<file path="src/inc/epl_pkg.sv">
// Purpose: Shared constants and types for the EEPROM port config loader
// Assumes: EEPROM words arrive whole, one per strobe, on the core clock
// Notes:   Port fields at byte address = port * 100h + cfg offset; control, status and last address at 600h-608h
package epl_pkg;

   // ****************************************
   // EEPROM word addresses
   // ****************************************
   localparam logic [7:0] EE_PM_P5       = 8'h8A;
   localparam logic [7:0] EE_SLOT_LO_1ST = 8'h92;
   localparam logic [7:0] EE_SLOT_LO_END = 8'h9A;
   localparam logic [7:0] EE_SLOT_HI_1ST = 8'hA2;
   localparam logic [7:0] EE_SLOT_HI_END = 8'hAA;
   localparam logic [7:0] EE_PHY3_LO_1ST = 8'hB0;
   localparam logic [7:0] EE_PHY3_LO_END = 8'hBA;
   localparam logic [7:0] EE_PHY3_HI_1ST = 8'hC0;
   localparam logic [7:0] EE_PHY3_HI_END = 8'hCA;
   localparam logic [7:0] EE_REPLAY_1ST  = 8'hD0;
   localparam logic [7:0] EE_REPLAY_END  = 8'hDA;
   localparam logic [2:0] PM_PORT        = 3'h5;
   localparam logic [2:0] SLOT_1ST_PORT  = 3'h1;
   localparam logic [2:0] PORT_ZERO      = 3'h0;
   localparam int         NUM_PORTS      = 6;

   // ****************************************
   // Register map
   // ****************************************
   localparam logic [7:0]  CFG_OFF_70  = 8'h70;
   localparam logic [7:0]  CFG_OFF_74  = 8'h74;
   localparam logic [7:0]  CFG_OFF_80  = 8'h80;
   localparam logic [7:0]  CFG_OFF_88  = 8'h88;
   localparam logic [7:0]  CFG_OFF_8C  = 8'h8C;
   localparam logic [7:0]  CFG_OFF_D4  = 8'hD4;
   localparam logic [11:0] CTRL_ADDR   = 12'h600;
   localparam logic [11:0] STATUS_ADDR = 12'h604;
   localparam logic [11:0] LAST_ADDR   = 12'h608;
   localparam logic [31:0] CFG_RESET   = 32'h0000_0000;
   localparam logic [1:0]  HTRANS_NSEQ = 2'h2;

   typedef struct packed {
      logic [31:0] c70;
      logic [31:0] c74;
      logic [31:0] c80;
      logic [31:0] c88;
      logic [31:0] c8c;
      logic [31:0] cd4;
   } epl_port_cfg_t;

   typedef struct packed {
      logic        valid;
      logic [7:0]  addr;
      logic [15:0] data;
   } epl_ee_word_t;

   typedef enum logic [6:0] {
      K_NONE    = 7'h01,
      K_PM      = 7'h02,
      K_SLOT_LO = 7'h04,
      K_SLOT_HI = 7'h08,
      K_PHY3_LO = 7'h10,
      K_PHY3_HI = 7'h20,
      K_REPLAY  = 7'h40
   } epl_kind_t;

   typedef struct packed {
      logic      hit;
      epl_kind_t kind;
      logic [2:0] port;
   } epl_decode_t;

   typedef struct packed {
      logic        valid;
      logic        write;
      logic [11:0] addr;
      logic [31:0] wdata;
   } epl_bus_req_t;

   typedef enum logic [2:0] {
      S_IDLE = 3'h1,
      S_BUSY = 3'h2,
      S_DONE = 3'h4
   } epl_bus_state_t;

endpackage

</file>
<file path="src/hw/epl_port_cfg_loader.sv">
// Purpose: Scatter EEPROM words into per-port configuration fields
// Assumes: Word strobe comes from the EEPROM reader on the same clock
// Notes:   Fields are read-only over AHB; only the loader writes them
//
// Chosen here: the register addresses and the AHB-Lite slave port.
module epl_port_cfg_loader
#(
   parameter int CNT_W = 16
)
(
   input  wire logic                                       clk,
   input  wire logic                                       sys_rst,
   input  epl_pkg::epl_ee_word_t                           ee_word,
   input  wire logic                                       hsel,
   input  wire logic [31:0]                                haddr,
   input  wire logic [1:0]                                 htrans,
   input  wire logic                                       hwrite,
   input  wire logic [2:0]                                 hsize,
   input  wire logic [31:0]                                hwdata,
   input  wire logic                                       hready,
   output logic                                            hreadyout,
   output logic [31:0]                                     hrdata,
   output logic                                            hresp,
   output epl_pkg::epl_port_cfg_t [epl_pkg::NUM_PORTS-1:0] port_cfg
);

   // ****************************************
   // State
   // ****************************************
   typedef struct packed {
      epl_pkg::epl_port_cfg_t [epl_pkg::NUM_PORTS-1:0] cfg;
      logic                                            enable;
      logic [CNT_W-1:0]                                applied;
      logic [CNT_W-1:0]                                ignored;
      logic [7:0]                                      last_addr;
   } epl_ldr_state_t;

   epl_ldr_state_t        s_reg;
   epl_ldr_state_t        s_next;
   epl_pkg::epl_decode_t  dec;
   epl_pkg::epl_bus_req_t req;
   logic [31:0]           rdata;
   logic                  take;

   epl_ee_decode u_dec
   (
      .addr (ee_word.addr),
      .dec  (dec)
   );

   epl_ahb_slave u_slv
   (
      .clk       (clk),
      .sys_rst   (sys_rst),
      .hsel      (hsel),
      .haddr     (haddr),
      .htrans    (htrans),
      .hwrite    (hwrite),
      .hwdata    (hwdata),
      .hready    (hready),
      .hreadyout (hreadyout),
      .hrdata    (hrdata),
      .hresp     (hresp),
      .req       (req),
      .rdata     (rdata)
   );

   // ****************************************
   // Register read decode
   // ****************************************
   function automatic logic [31:0] cfg_word(input epl_pkg::epl_port_cfg_t c,
                                            input logic [7:0] off);
      logic [31:0] v;
      v = 32'h0000_0000;
      if (off == epl_pkg::CFG_OFF_70)
         v = c.c70;
      else if (off == epl_pkg::CFG_OFF_74)
         v = c.c74;
      else if (off == epl_pkg::CFG_OFF_80)
         v = c.c80;
      else if (off == epl_pkg::CFG_OFF_88)
         v = c.c88;
      else if (off == epl_pkg::CFG_OFF_8C)
         v = c.c8c;
      else if (off == epl_pkg::CFG_OFF_D4)
         v = c.cd4;
      cfg_word = v;
   endfunction

   always_comb
   begin
      rdata = 32'h0000_0000;
      if (req.addr == epl_pkg::CTRL_ADDR)
         rdata = {31'h0000_0000, s_reg.enable};
      else if (req.addr == epl_pkg::STATUS_ADDR)
         rdata = 32'({s_reg.ignored, s_reg.applied});
      else if (req.addr == epl_pkg::LAST_ADDR)
         rdata = {24'h00_0000, s_reg.last_addr};
      else if (req.addr[11:8] < 4'(epl_pkg::NUM_PORTS))
         rdata = cfg_word(s_reg.cfg[req.addr[10:8]], req.addr[7:0]);
   end

   // ****************************************
   // Field loading
   // ****************************************
   // Strobe marks a whole word, so fields never see half a word
   assign take = ee_word.valid && s_reg.enable && dec.hit;

   always_comb
   begin
      s_next = s_reg;
      if (take)
      begin
         s_next.applied   = s_reg.applied + CNT_W'(1);
         s_next.last_addr = ee_word.addr;
         case (dec.kind)
            epl_pkg::K_PM:
            begin
               s_next.cfg[dec.port].c74[14]    = ee_word.data[6];
               s_next.cfg[dec.port].c74[13:8]  = ee_word.data[5:0];
               s_next.cfg[dec.port].c70[31]    = ee_word.data[7];
               s_next.cfg[dec.port].c88[31:24] = ee_word.data[15:8];
            end
            epl_pkg::K_SLOT_LO:
               s_next.cfg[dec.port].cd4[15:0] = ee_word.data;
            epl_pkg::K_SLOT_HI:
               s_next.cfg[dec.port].cd4[31:16] = ee_word.data;
            epl_pkg::K_PHY3_LO:
               s_next.cfg[dec.port].c80[15:0] = ee_word.data;
            epl_pkg::K_PHY3_HI:
               s_next.cfg[dec.port].c80[31:16] = ee_word.data;
            epl_pkg::K_REPLAY:
            begin
               // Same layout for all six ports
               s_next.cfg[dec.port].c70[11:0]  = ee_word.data[11:0];
               s_next.cfg[dec.port].c70[12]    = ee_word.data[12];
               s_next.cfg[dec.port].c8c[25:24] = ee_word.data[14:13];
            end
            default:
               s_next.applied = s_reg.applied;
         endcase
      end
      else if (ee_word.valid)
         s_next.ignored = s_reg.ignored + CNT_W'(1);
      // Software may pause loading; it cannot alter the fields
      if (req.valid && req.write && req.addr == epl_pkg::CTRL_ADDR)
         s_next.enable = req.wdata[0];
   end

   always_ff @(posedge clk)
   begin
      if (sys_rst)
      begin
         s_reg.cfg       <= {(epl_pkg::NUM_PORTS * 6){epl_pkg::CFG_RESET}};
         s_reg.enable    <= 1'b1;
         s_reg.applied   <= '0;
         s_reg.ignored   <= '0;
         s_reg.last_addr <= 8'h00;
      end
      else
         s_reg <= s_next;
   end

   assign port_cfg = s_reg.cfg;

   // ****************************************
   // Checks
   // ****************************************
   logic [2:0] slot_port;
   logic [2:0] phy_port;
   assign slot_port = 3'((ee_word.addr - epl_pkg::EE_SLOT_LO_1ST) >> 1) + 3'h1;
   assign phy_port  = 3'((ee_word.addr - epl_pkg::EE_PHY3_LO_1ST) >> 1);

   a_pm_rxpol: assert property (
      @(posedge clk) disable iff (sys_rst)
      (take && ee_word.addr == epl_pkg::EE_PM_P5)
      |=> port_cfg[5].c74[14] == $past(ee_word.data[6]))
      else $error("rx polarity disable not loaded");

   a_pm_ctrl: assert property (
      @(posedge clk) disable iff (sys_rst)
      (take && ee_word.addr == epl_pkg::EE_PM_P5)
      |=> port_cfg[5].c74[13:8] == $past(ee_word.data[5:0]))
      else $error("pm control bits not loaded");

   a_pm_vga: assert property (
      @(posedge clk) disable iff (sys_rst)
      (take && ee_word.addr == epl_pkg::EE_PM_P5)
      |=> port_cfg[5].c70[31] == $past(ee_word.data[7]) && $stable(port_cfg[5].c70[30:0]))
      else $error("vga decode enable not loaded");

   a_pm_phy5: assert property (
      @(posedge clk) disable iff (sys_rst)
      (take && ee_word.addr == epl_pkg::EE_PM_P5)
      |=> port_cfg[5].c88 == {$past(ee_word.data[15:8]), $past(port_cfg[5].c88[23:0])})
      else $error("phy status five byte not loaded");

   a_slot_low: assert property (
      @(posedge clk) disable iff (sys_rst)
      (ee_word.valid && s_reg.enable && !ee_word.addr[0]
       && ee_word.addr >= epl_pkg::EE_SLOT_LO_1ST
       && ee_word.addr <= epl_pkg::EE_SLOT_LO_END)
      |=> port_cfg[$past(slot_port)].cd4[15:0] == $past(ee_word.data))
      else $error("slot capability low word wrong");

   a_slot_high: assert property (
      @(posedge clk) disable iff (sys_rst)
      (take && dec.kind == epl_pkg::K_SLOT_HI)
      ##1 1'b1 |-> port_cfg[$past(dec.port)].cd4[31:16] == $past(ee_word.data)
      && $past(dec.port) == 3'($past(ee_word.addr - epl_pkg::EE_SLOT_HI_1ST) >> 1) + 3'h1)
      else $error("slot capability high word wrong");

   a_phy3_low: assert property (
      @(posedge clk) disable iff (sys_rst)
      (ee_word.valid && s_reg.enable && !ee_word.addr[0]
       && ee_word.addr >= epl_pkg::EE_PHY3_LO_1ST
       && ee_word.addr <= epl_pkg::EE_PHY3_LO_END)
      |=> port_cfg[$past(phy_port)].c80[15:0] == $past(ee_word.data))
      else $error("phy status three low half wrong");

   a_phy3_high: assert property (
      @(posedge clk) disable iff (sys_rst)
      (take && dec.kind == epl_pkg::K_PHY3_HI)
      |=> port_cfg[$past(dec.port)].c80[31:16] == $past(ee_word.data)
      && $past(dec.port) == 3'($past(ee_word.addr - epl_pkg::EE_PHY3_HI_1ST) >> 1))
      else $error("phy status three high half wrong");

   a_replay_count: assert property (
      @(posedge clk) disable iff (sys_rst)
      (take && dec.kind == epl_pkg::K_REPLAY)
      |=> port_cfg[$past(dec.port)].c70[11:0] == $past(ee_word.data[11:0]))
      else $error("replay time-out value wrong");

   a_replay_user: assert property (
      @(posedge clk) disable iff (sys_rst)
      (take && dec.kind == epl_pkg::K_REPLAY)
      |=> port_cfg[$past(dec.port)].c70[12] == $past(ee_word.data[12]))
      else $error("user replay enable wrong");

   a_train_rep: assert property (
      @(posedge clk) disable iff (sys_rst)
      (take && dec.kind == epl_pkg::K_REPLAY)
      |=> port_cfg[$past(dec.port)].c8c[25:24] == $past(ee_word.data[14:13]))
      else $error("training set repeat count wrong");

   a_replay_p5: assert property (
      @(posedge clk) disable iff (sys_rst)
      (take && ee_word.addr == epl_pkg::EE_REPLAY_END)
      |=> port_cfg[5].c70[12:0] == $past(ee_word.data[12:0])
      && port_cfg[5].c8c[25:24] == $past(ee_word.data[14:13]))
      else $error("port 5 replay word misplaced");

   a_hold_fields: assert property (
      @(posedge clk) disable iff (sys_rst)
      !take |=> $stable(port_cfg))
      else $error("field changed without a loaded word");

   a_count_words: assert property (
      @(posedge clk) disable iff (sys_rst)
      ee_word.valid |=> (s_reg.applied != $past(s_reg.applied))
      != (s_reg.ignored != $past(s_reg.ignored)))
      else $error("word neither applied nor ignored");

endmodule

</file>
<file path="src/hw/epl_ee_decode.sv">
// Purpose: Map an EEPROM word address onto a field group and a port
// Assumes: Word addresses are even; odd ones miss
// Notes:   Purely combinational
module epl_ee_decode
(
   input  wire logic [7:0]          addr,
   output epl_pkg::epl_decode_t     dec
);

   function automatic logic in_range(input logic [7:0] a,
                                     input logic [7:0] first,
                                     input logic [7:0] last);
      in_range = (a >= first) && (a <= last) && !a[0];
   endfunction

   function automatic logic [2:0] port_of(input logic [7:0] a,
                                          input logic [7:0] first,
                                          input logic [2:0] port0);
      logic [7:0] diff;
      diff = a - first;
      port_of = diff[3:1] + port0;
   endfunction

   always_comb
   begin
      dec = '{hit: 1'b0, kind: epl_pkg::K_NONE, port: epl_pkg::PORT_ZERO};
      if (addr == epl_pkg::EE_PM_P5)
         dec = '{1'b1, epl_pkg::K_PM, epl_pkg::PM_PORT};
      else if (in_range(addr, epl_pkg::EE_SLOT_LO_1ST, epl_pkg::EE_SLOT_LO_END))
         dec = '{1'b1, epl_pkg::K_SLOT_LO,
                 port_of(addr, epl_pkg::EE_SLOT_LO_1ST, epl_pkg::SLOT_1ST_PORT)};
      else if (in_range(addr, epl_pkg::EE_SLOT_HI_1ST, epl_pkg::EE_SLOT_HI_END))
         dec = '{1'b1, epl_pkg::K_SLOT_HI,
                 port_of(addr, epl_pkg::EE_SLOT_HI_1ST, epl_pkg::SLOT_1ST_PORT)};
      else if (in_range(addr, epl_pkg::EE_PHY3_LO_1ST, epl_pkg::EE_PHY3_LO_END))
         dec = '{1'b1, epl_pkg::K_PHY3_LO,
                 port_of(addr, epl_pkg::EE_PHY3_LO_1ST, epl_pkg::PORT_ZERO)};
      else if (in_range(addr, epl_pkg::EE_PHY3_HI_1ST, epl_pkg::EE_PHY3_HI_END))
         dec = '{1'b1, epl_pkg::K_PHY3_HI,
                 port_of(addr, epl_pkg::EE_PHY3_HI_1ST, epl_pkg::PORT_ZERO)};
      else if (in_range(addr, epl_pkg::EE_REPLAY_1ST, epl_pkg::EE_REPLAY_END))
         dec = '{1'b1, epl_pkg::K_REPLAY,
                 port_of(addr, epl_pkg::EE_REPLAY_1ST, epl_pkg::PORT_ZERO)};
   end

endmodule

</file>
<file path="src/hw/epl_ahb_slave.sv">
// Purpose: AHB-Lite slave front end with one wait state per transfer
// Assumes: Single whole-word transfers; response always OKAY
// Notes:   Write lands at the end of the wait cycle; read data registered
module epl_ahb_slave
(
   input  wire logic                  clk,
   input  wire logic                  sys_rst,
   input  wire logic                  hsel,
   input  wire logic [31:0]           haddr,
   input  wire logic [1:0]            htrans,
   input  wire logic                  hwrite,
   input  wire logic [31:0]           hwdata,
   input  wire logic                  hready,
   output logic                       hreadyout,
   output logic [31:0]                hrdata,
   output logic                       hresp,
   output epl_pkg::epl_bus_req_t      req,
   input  wire logic [31:0]           rdata
);

   typedef struct packed {
      epl_pkg::epl_bus_state_t st;
      logic                    write;
      logic [11:0]             addr;
      logic [31:0]             rdata;
   } epl_slv_state_t;

   epl_slv_state_t s_reg;
   epl_slv_state_t s_next;

   always_comb
   begin
      s_next = s_reg;
      req    = '{valid: s_reg.st == epl_pkg::S_BUSY, write: s_reg.write,
                 addr: s_reg.addr, wdata: hwdata};
      case (s_reg.st)
         epl_pkg::S_BUSY:
         begin
            s_next.rdata = rdata;
            s_next.st    = epl_pkg::S_DONE;
         end
         default:
         begin
            s_next.st = epl_pkg::S_IDLE;
            if (hsel && hready && htrans == epl_pkg::HTRANS_NSEQ)
            begin
               s_next.st    = epl_pkg::S_BUSY;
               s_next.write = hwrite;
               s_next.addr  = haddr[11:0];
            end
         end
      endcase
   end

   always_ff @(posedge clk)
   begin
      if (sys_rst)
         s_reg <= '{st: epl_pkg::S_IDLE, write: 1'b0, addr: 12'h000, rdata: 32'h0000_0000};
      else
         s_reg <= s_next;
   end

   assign hreadyout = s_reg.st != epl_pkg::S_BUSY;
   assign hrdata    = s_reg.rdata;
   assign hresp     = 1'b0;

endmodule

</file>
<file path="config.mk">
export PLATFORM = sky130hd
export DESIGN_NAME = epl_port_cfg_loader
export DESIGN_NICKNAME = d
export VERILOG_FILES = /design/src/inc/epl_pkg.sv /design/src/hw/epl_port_cfg_loader.sv /design/src/hw/epl_ee_decode.sv /design/src/hw/epl_ahb_slave.sv
export SDC_FILE = /design/constraint.sdc
export NUM_CORES = 2
export LEC_CHECK = 0
export BUFFER_PORTS_ARGS = -buffer_cell sky130_fd_sc_hd__buf_4
export CAP_MARGIN = 20
export CORE_AREA = 2 2 508 510
export CTS_BUF_LIST = sky130_fd_sc_hd__clkbuf_8
export CTS_CLUSTER_DIAMETER = 50
export DETAILED_ROUTE_END_ITERATION = 8
export DIE_AREA = 0 0 510 512
export GPL_TIMING_DRIVEN = 1
export HOLD_SLACK_MARGIN = 0.06
export SLEW_MARGIN = 20
export SYNTH_ARGS = -nofsm -noshare
export SYNTH_HDL_FRONTEND = slang
export SYNTH_SLANG_ARGS = --single-unit
</file>
<file path="constraint.sdc">
create_clock -name clk -period 6.7 [get_ports clk]
set_input_delay 1.005 -clock clk [delete_from_list [all_inputs] [get_ports clk]]
set_output_delay 1.005 -clock clk [all_outputs]
set_load 0.02 [all_outputs]
</file>
==> impl_metrics.sql <==
INSERT INTO impl_metrics (metric_group, metric, value, unit) VALUES
('run_status', 'outcome', 'complete, but fails checks', ''),
('run_status', 'failed_checks', 'capacitance limit', ''),
('routing', 'avgRoutedWirePerCell', '32.4', 'um'),
('floorplan', 'floorplan.die_area', '0.261', 'mm2'),
('worst_setup_path', 'signal_arrival_time_at_the_worst_endpoint', '5.37', 'ns'),
('floorplan', 'die_x', '510', 'um'),
('sta', 'finalCritPeriodShare', '0.663', ''),
('grt', 'gr-max-usage-layer', 'met2', ''),
('layout', 'nNetsFinal', '6248', ''),
('worst_setup_path', 'crit_path_end_kind', 'flop', ''),
('grt', 'gr-usage-met3', '0.0769', ''),
('logic_synthesis', 'synth_top_flop_cell', 'sky130_fd_sc_hd__dfxtp_1', ''),
('sta', 'setup_slack', '2.26', 'ns'),
('grt', 'grt_pass1_wl', '409000', 'um'),
('worst_setup_path', 'cp_slowest_stage_delay', '1.15', 'ns'),
('grt', 'antenna_found_initial', '37', ''),
('clocking', 'clock-sinks', '1241', ''),
('worst_setup_path', 'crit_required', '7.62', 'ns'),
('logic_synthesis', 'number_of_standard_cells_after_synthesis', '6152', ''),
('sta', 'drv_slew', '0', ''),
('worst_setup_path', 'worst-path-max-fanout', '36', ''),
('placed_design', 'port_buffers', '1229', ''),
('pwr', 'power_per_cell_area', '238', 'mW/mm2'),
('sta', 'hold_viol_final', '0', ''),
('logic_synthesis', 'synth_seq_cells', '1241', ''),
('grt', 'globalRouteOverflowTotal', '0', ''),
('logic_synthesis', 'mux_share_of_post_synthesis_cell_area', '0.171', ''),
('grt', 'globalRouteMet2Util', '0.374', ''),
('layout', 'areaGrowthSynthToFinish', '15.5', '%'),
('routing', 'route.detailed.drc', '0', ''),
('sta', 'timing.setup.tns', '0', 'ns'),
('pwr', 'total_leakage_power', '27.3', 'nW'),
('worst_setup_path', 'cp_max_stage_cell', 'sky130_fd_sc_hd__o21ai_0', ''),
('floorplan', 'dieHeight', '512', 'um'),
('logic_synthesis', 'synth_enable_flop_cells', '0', ''),
('logic_synthesis', 'syn_nets', '6255', ''),
('routing', 'drtPass1Iterations', '6', ''),
('worst_setup_path', 'criticalPathCategory', 'reg2reg', ''),
('grt', 'groute.usage.overall', '0.231', ''),
('worst_setup_path', 'kind_of_cell_adding_the_most_delay_to_the_critical_path', 'compound AO/OA/AOI/OAI gates', ''),
('logic_synthesis', 'syn-mean-instance-area', '9.63', 'um2'),
('worst_setup_path', 'worst_setup_path_start_kind', 'flop', ''),
('sta', 'max-slew-margin-rel', '0.00523', ''),
('placed_design', 'dp_worst_setup_slack', '2.07', 'ns'),
('clocking', 'insertion_delay_to_the_later_sink_of_the_worst_skew_pair', '1.04', 'ns'),
('layout', 'layout.core_utilization', '0.267', ''),
('layout', 'postLayoutCellArea', '0.0684', 'mm2'),
('clocking', 'cts.hold.buffers_added', '0', ''),
('logic_synthesis', 'synth-seq-area-share', '0.420', ''),
('logic_synthesis', 'mappedNetlistArea', '0.0592', 'mm2'),
('sta', 'skew', '0.138', 'ns'),
('logic_synthesis', 'synth_compound_area_frac', '0.0782', ''),
('clocking', 'tritoncts', 'yes', ''),
('sta', 'max_clock_freq', '0.225', 'GHz'),
('grt', 'grt_max_degree', '220', ''),
('worst_setup_path', 'crit_chain', 'buf_4 > mux2i_1 > nor2_1 > o21ai_0 > o21ai_0 > a211oi_1 > buf_4 > o41ai_1', ''),
('clocking', 'cts-htree-levels', '4', ''),
('logic_synthesis', 'synth_adder_area_share', '0.000845', ''),
('routing', 'detailedRoute.firstIterationViolations', '3770', ''),
('clocking', 'post_cts.repair.setup_buffers', '0', ''),
('run', 'max_cap_viol', '1', ''),
('logic_synthesis', 'post_synth_num_cell_types', '85', ''),
('routing', 'wirelength', '316000', 'um'),
('logic_synthesis', 'synth-simple-area-share', '0.148', ''),
('routing', 'drt.antenna.violating_nets', '0', ''),
('routing', 'route.vias.total', '44713', ''),
('placed_design', 'place_congestion', '0.913', ''),
('logic_synthesis', 'synth_xor_xnor_area_share', '0.00116', ''),
('layout', 'post_route_cells_drive_above_1_share', '0.313', ''),
('sta', 'worst_slew_pin_slew', '1.48', 'ns'),
('worst_setup_path', 'cp_num_buf_inv', '2', '');
-- through the flow --
stage,total power (W),hold WS [ns],std cells
global placement,0.00816,0.443,9279
detailed placement,0.00817,0.445,9280
CTS,0.0165,0.0985,9718
global route,0.0168,0.112,9727
finish,0.0163,0.180,9733
floorplan,0.00787,0.425,6152
-- final cells by class --
type	count	area (um2)
repair buffers	1342	10200
diodes	14	35.0
clock buffers	302	4160
fillers	27196	187000
clock inverters	136	1100
inverters	22	92.6
multi-input cells	3292	23700
flip-flops and latches	1241	24900
well taps	3384	4230
-- tightest hold or removal path: cells and delay by family --
kind | cells | cell delay [ns]
buffers and inverters | 1 | 0.08
muxes | 1 | 0.05
and+or+nand+nor | 1 | 0.06
-- placed cells by master, fill, tap and decap left out, types with 9 or more instances in the layout --
master,count
sky130_fd_sc_hd__and2_1,19
sky130_fd_sc_hd__or4_1,9
sky130_fd_sc_hd__clkinvlp_4,17
sky130_fd_sc_hd__o21ai_0,106
sky130_fd_sc_hd__diode_2,14
sky130_fd_sc_hd__nor2b_1,666
sky130_fd_sc_hd__nand2_1,395
sky130_fd_sc_hd__a32oi_1,20
sky130_fd_sc_hd__mux4_2,113
sky130_fd_sc_hd__nor3_1,32
sky130_fd_sc_hd__o211ai_1,71
sky130_fd_sc_hd__a221oi_4,11
sky130_fd_sc_hd__a211oi_1,12
sky130_fd_sc_hd__bufinv_16,15
sky130_fd_sc_hd__o22ai_1,61
sky130_fd_sc_hd__clkbuf_8,302
sky130_fd_sc_hd__buf_4,1333
sky130_fd_sc_hd__or3_1,17
sky130_fd_sc_hd__a22oi_1,14
sky130_fd_sc_hd__mux2_2,73
sky130_fd_sc_hd__nand4_1,10
sky130_fd_sc_hd__clkinv_2,31
sky130_fd_sc_hd__a221o_1,19
sky130_fd_sc_hd__mux2i_1,673
sky130_fd_sc_hd__dfxtp_1,1238
sky130_fd_sc_hd__inv_1,77
sky130_fd_sc_hd__a221oi_1,54
sky130_fd_sc_hd__a21oi_1,255
sky130_fd_sc_hd__nor2_1,475
sky130_fd_sc_hd__nand3_1,40
-- Yosys cell counts, types with 4 or more instances --
cell type | instances | area (um2)
sky130_fd_sc_hd__o22ai_1 | 61 | 382
sky130_fd_sc_hd__nor3_2 | 4 | 40.0
sky130_fd_sc_hd__a211oi_1 | 12 | 90.1
sky130_fd_sc_hd__a221o_1 | 19 | 190
sky130_fd_sc_hd__nand4_1 | 10 | 62.6
sky130_fd_sc_hd__o21ai_0 | 107 | 536
sky130_fd_sc_hd__nand3_2 | 6 | 60.1
sky130_fd_sc_hd__a31oi_1 | 4 | 25.0
sky130_fd_sc_hd__buf_6 | 13 | 146
sky130_fd_sc_hd__nor2b_1 | 667 | 4170
sky130_fd_sc_hd__o31ai_1 | 8 | 60.1
sky130_fd_sc_hd__o41ai_1 | 8 | 70.1
sky130_fd_sc_hd__clkinv_1 | 4 | 15.0
sky130_fd_sc_hd__nand2b_1 | 5 | 31.3
sky130_fd_sc_hd__nor3_1 | 33 | 165
sky130_fd_sc_hd__nand2_1 | 400 | 1500
sky130_fd_sc_hd__or4_1 | 9 | 67.6
sky130_fd_sc_hd__inv_1 | 17 | 63.8
sky130_fd_sc_hd__a32oi_1 | 20 | 175
sky130_fd_sc_hd__a22oi_1 | 14 | 105
sky130_fd_sc_hd__mux2i_1 | 673 | 6740
sky130_fd_sc_hd__o211ai_1 | 71 | 533
sky130_fd_sc_hd__mux4_2 | 113 | 2540
sky130_fd_sc_hd__xor2_1 | 4 | 35.0
sky130_fd_sc_hd__buf_4 | 1202 | 9020
sky130_fd_sc_hd__a221oi_1 | 54 | 473
sky130_fd_sc_hd__clkbuf_1 | 284 | 1070
sky130_fd_sc_hd__nor2_1 | 480 | 1800
sky130_fd_sc_hd__and3_1 | 7 | 43.8
sky130_fd_sc_hd__ha_1 | 4 | 50.1
sky130_fd_sc_hd__or3_1 | 17 | 106
sky130_fd_sc_hd__and4_1 | 6 | 52.6
sky130_fd_sc_hd__buf_2 | 63 | 315
sky130_fd_sc_hd__o2111ai_1 | 8 | 70.1
sky130_fd_sc_hd__dfxtp_1 | 1241 | 24800
sky130_fd_sc_hd__and2_1 | 19 | 119
sky130_fd_sc_hd__a21oi_1 | 255 | 1280
sky130_fd_sc_hd__a221oi_4 | 11 | 289
sky130_fd_sc_hd__mux2_2 | 73 | 822
sky130_fd_sc_hd__buf_1 | 35 | 131
sky130_fd_sc_hd__nand3_1 | 41 | 205
-- path summary, 6_finish.rpt --
path / from / to / slack [ns] / cells past startpoint
worst max-delay path: u_slv.req[41] / u_slv.hrdata[3] / 2.26 / 8
worst max register to register: u_slv.req[41] / u_slv.hrdata[3] / 2.26 / 8
worst min-delay path: hwdata[0] / s_reg[40] / 0.18 / 3
worst min register to register: s_reg[7] / s_reg[7] / 0.45 / 2
-- power by group --
part | switching, W | leakage [nW] | internal [W]
clock | 0.00363 | 2.89 | 0.00466
sequential | 0.0000144 | 9.99 | 0.00739
combinational | 0.000485 | 14.4 | 0.000114
-- kinds of logic after synthesis --
group | Yosys count
AO/OA/AOI/OAI | 685
XOR/XNOR | 7
adder cells (fa/ha/maj) | 4
buffers and inverters | 1619
flip-flops | 1241
multiplexers | 859
other | 1
AND/OR/NAND/NOR | 1736
-- metal layers --
| metal | vias up | routed length [um] |
|---|---|---|
| met1 | 22333 | 125000 |
| met5 | - | 22 |
| li1 | 19687 | - |
| met2 | 2188 | 145000 |
| met4 | 4 | 16600 |
| met3 | 501 | 29000 |
(Power assumes the default switching activity.)
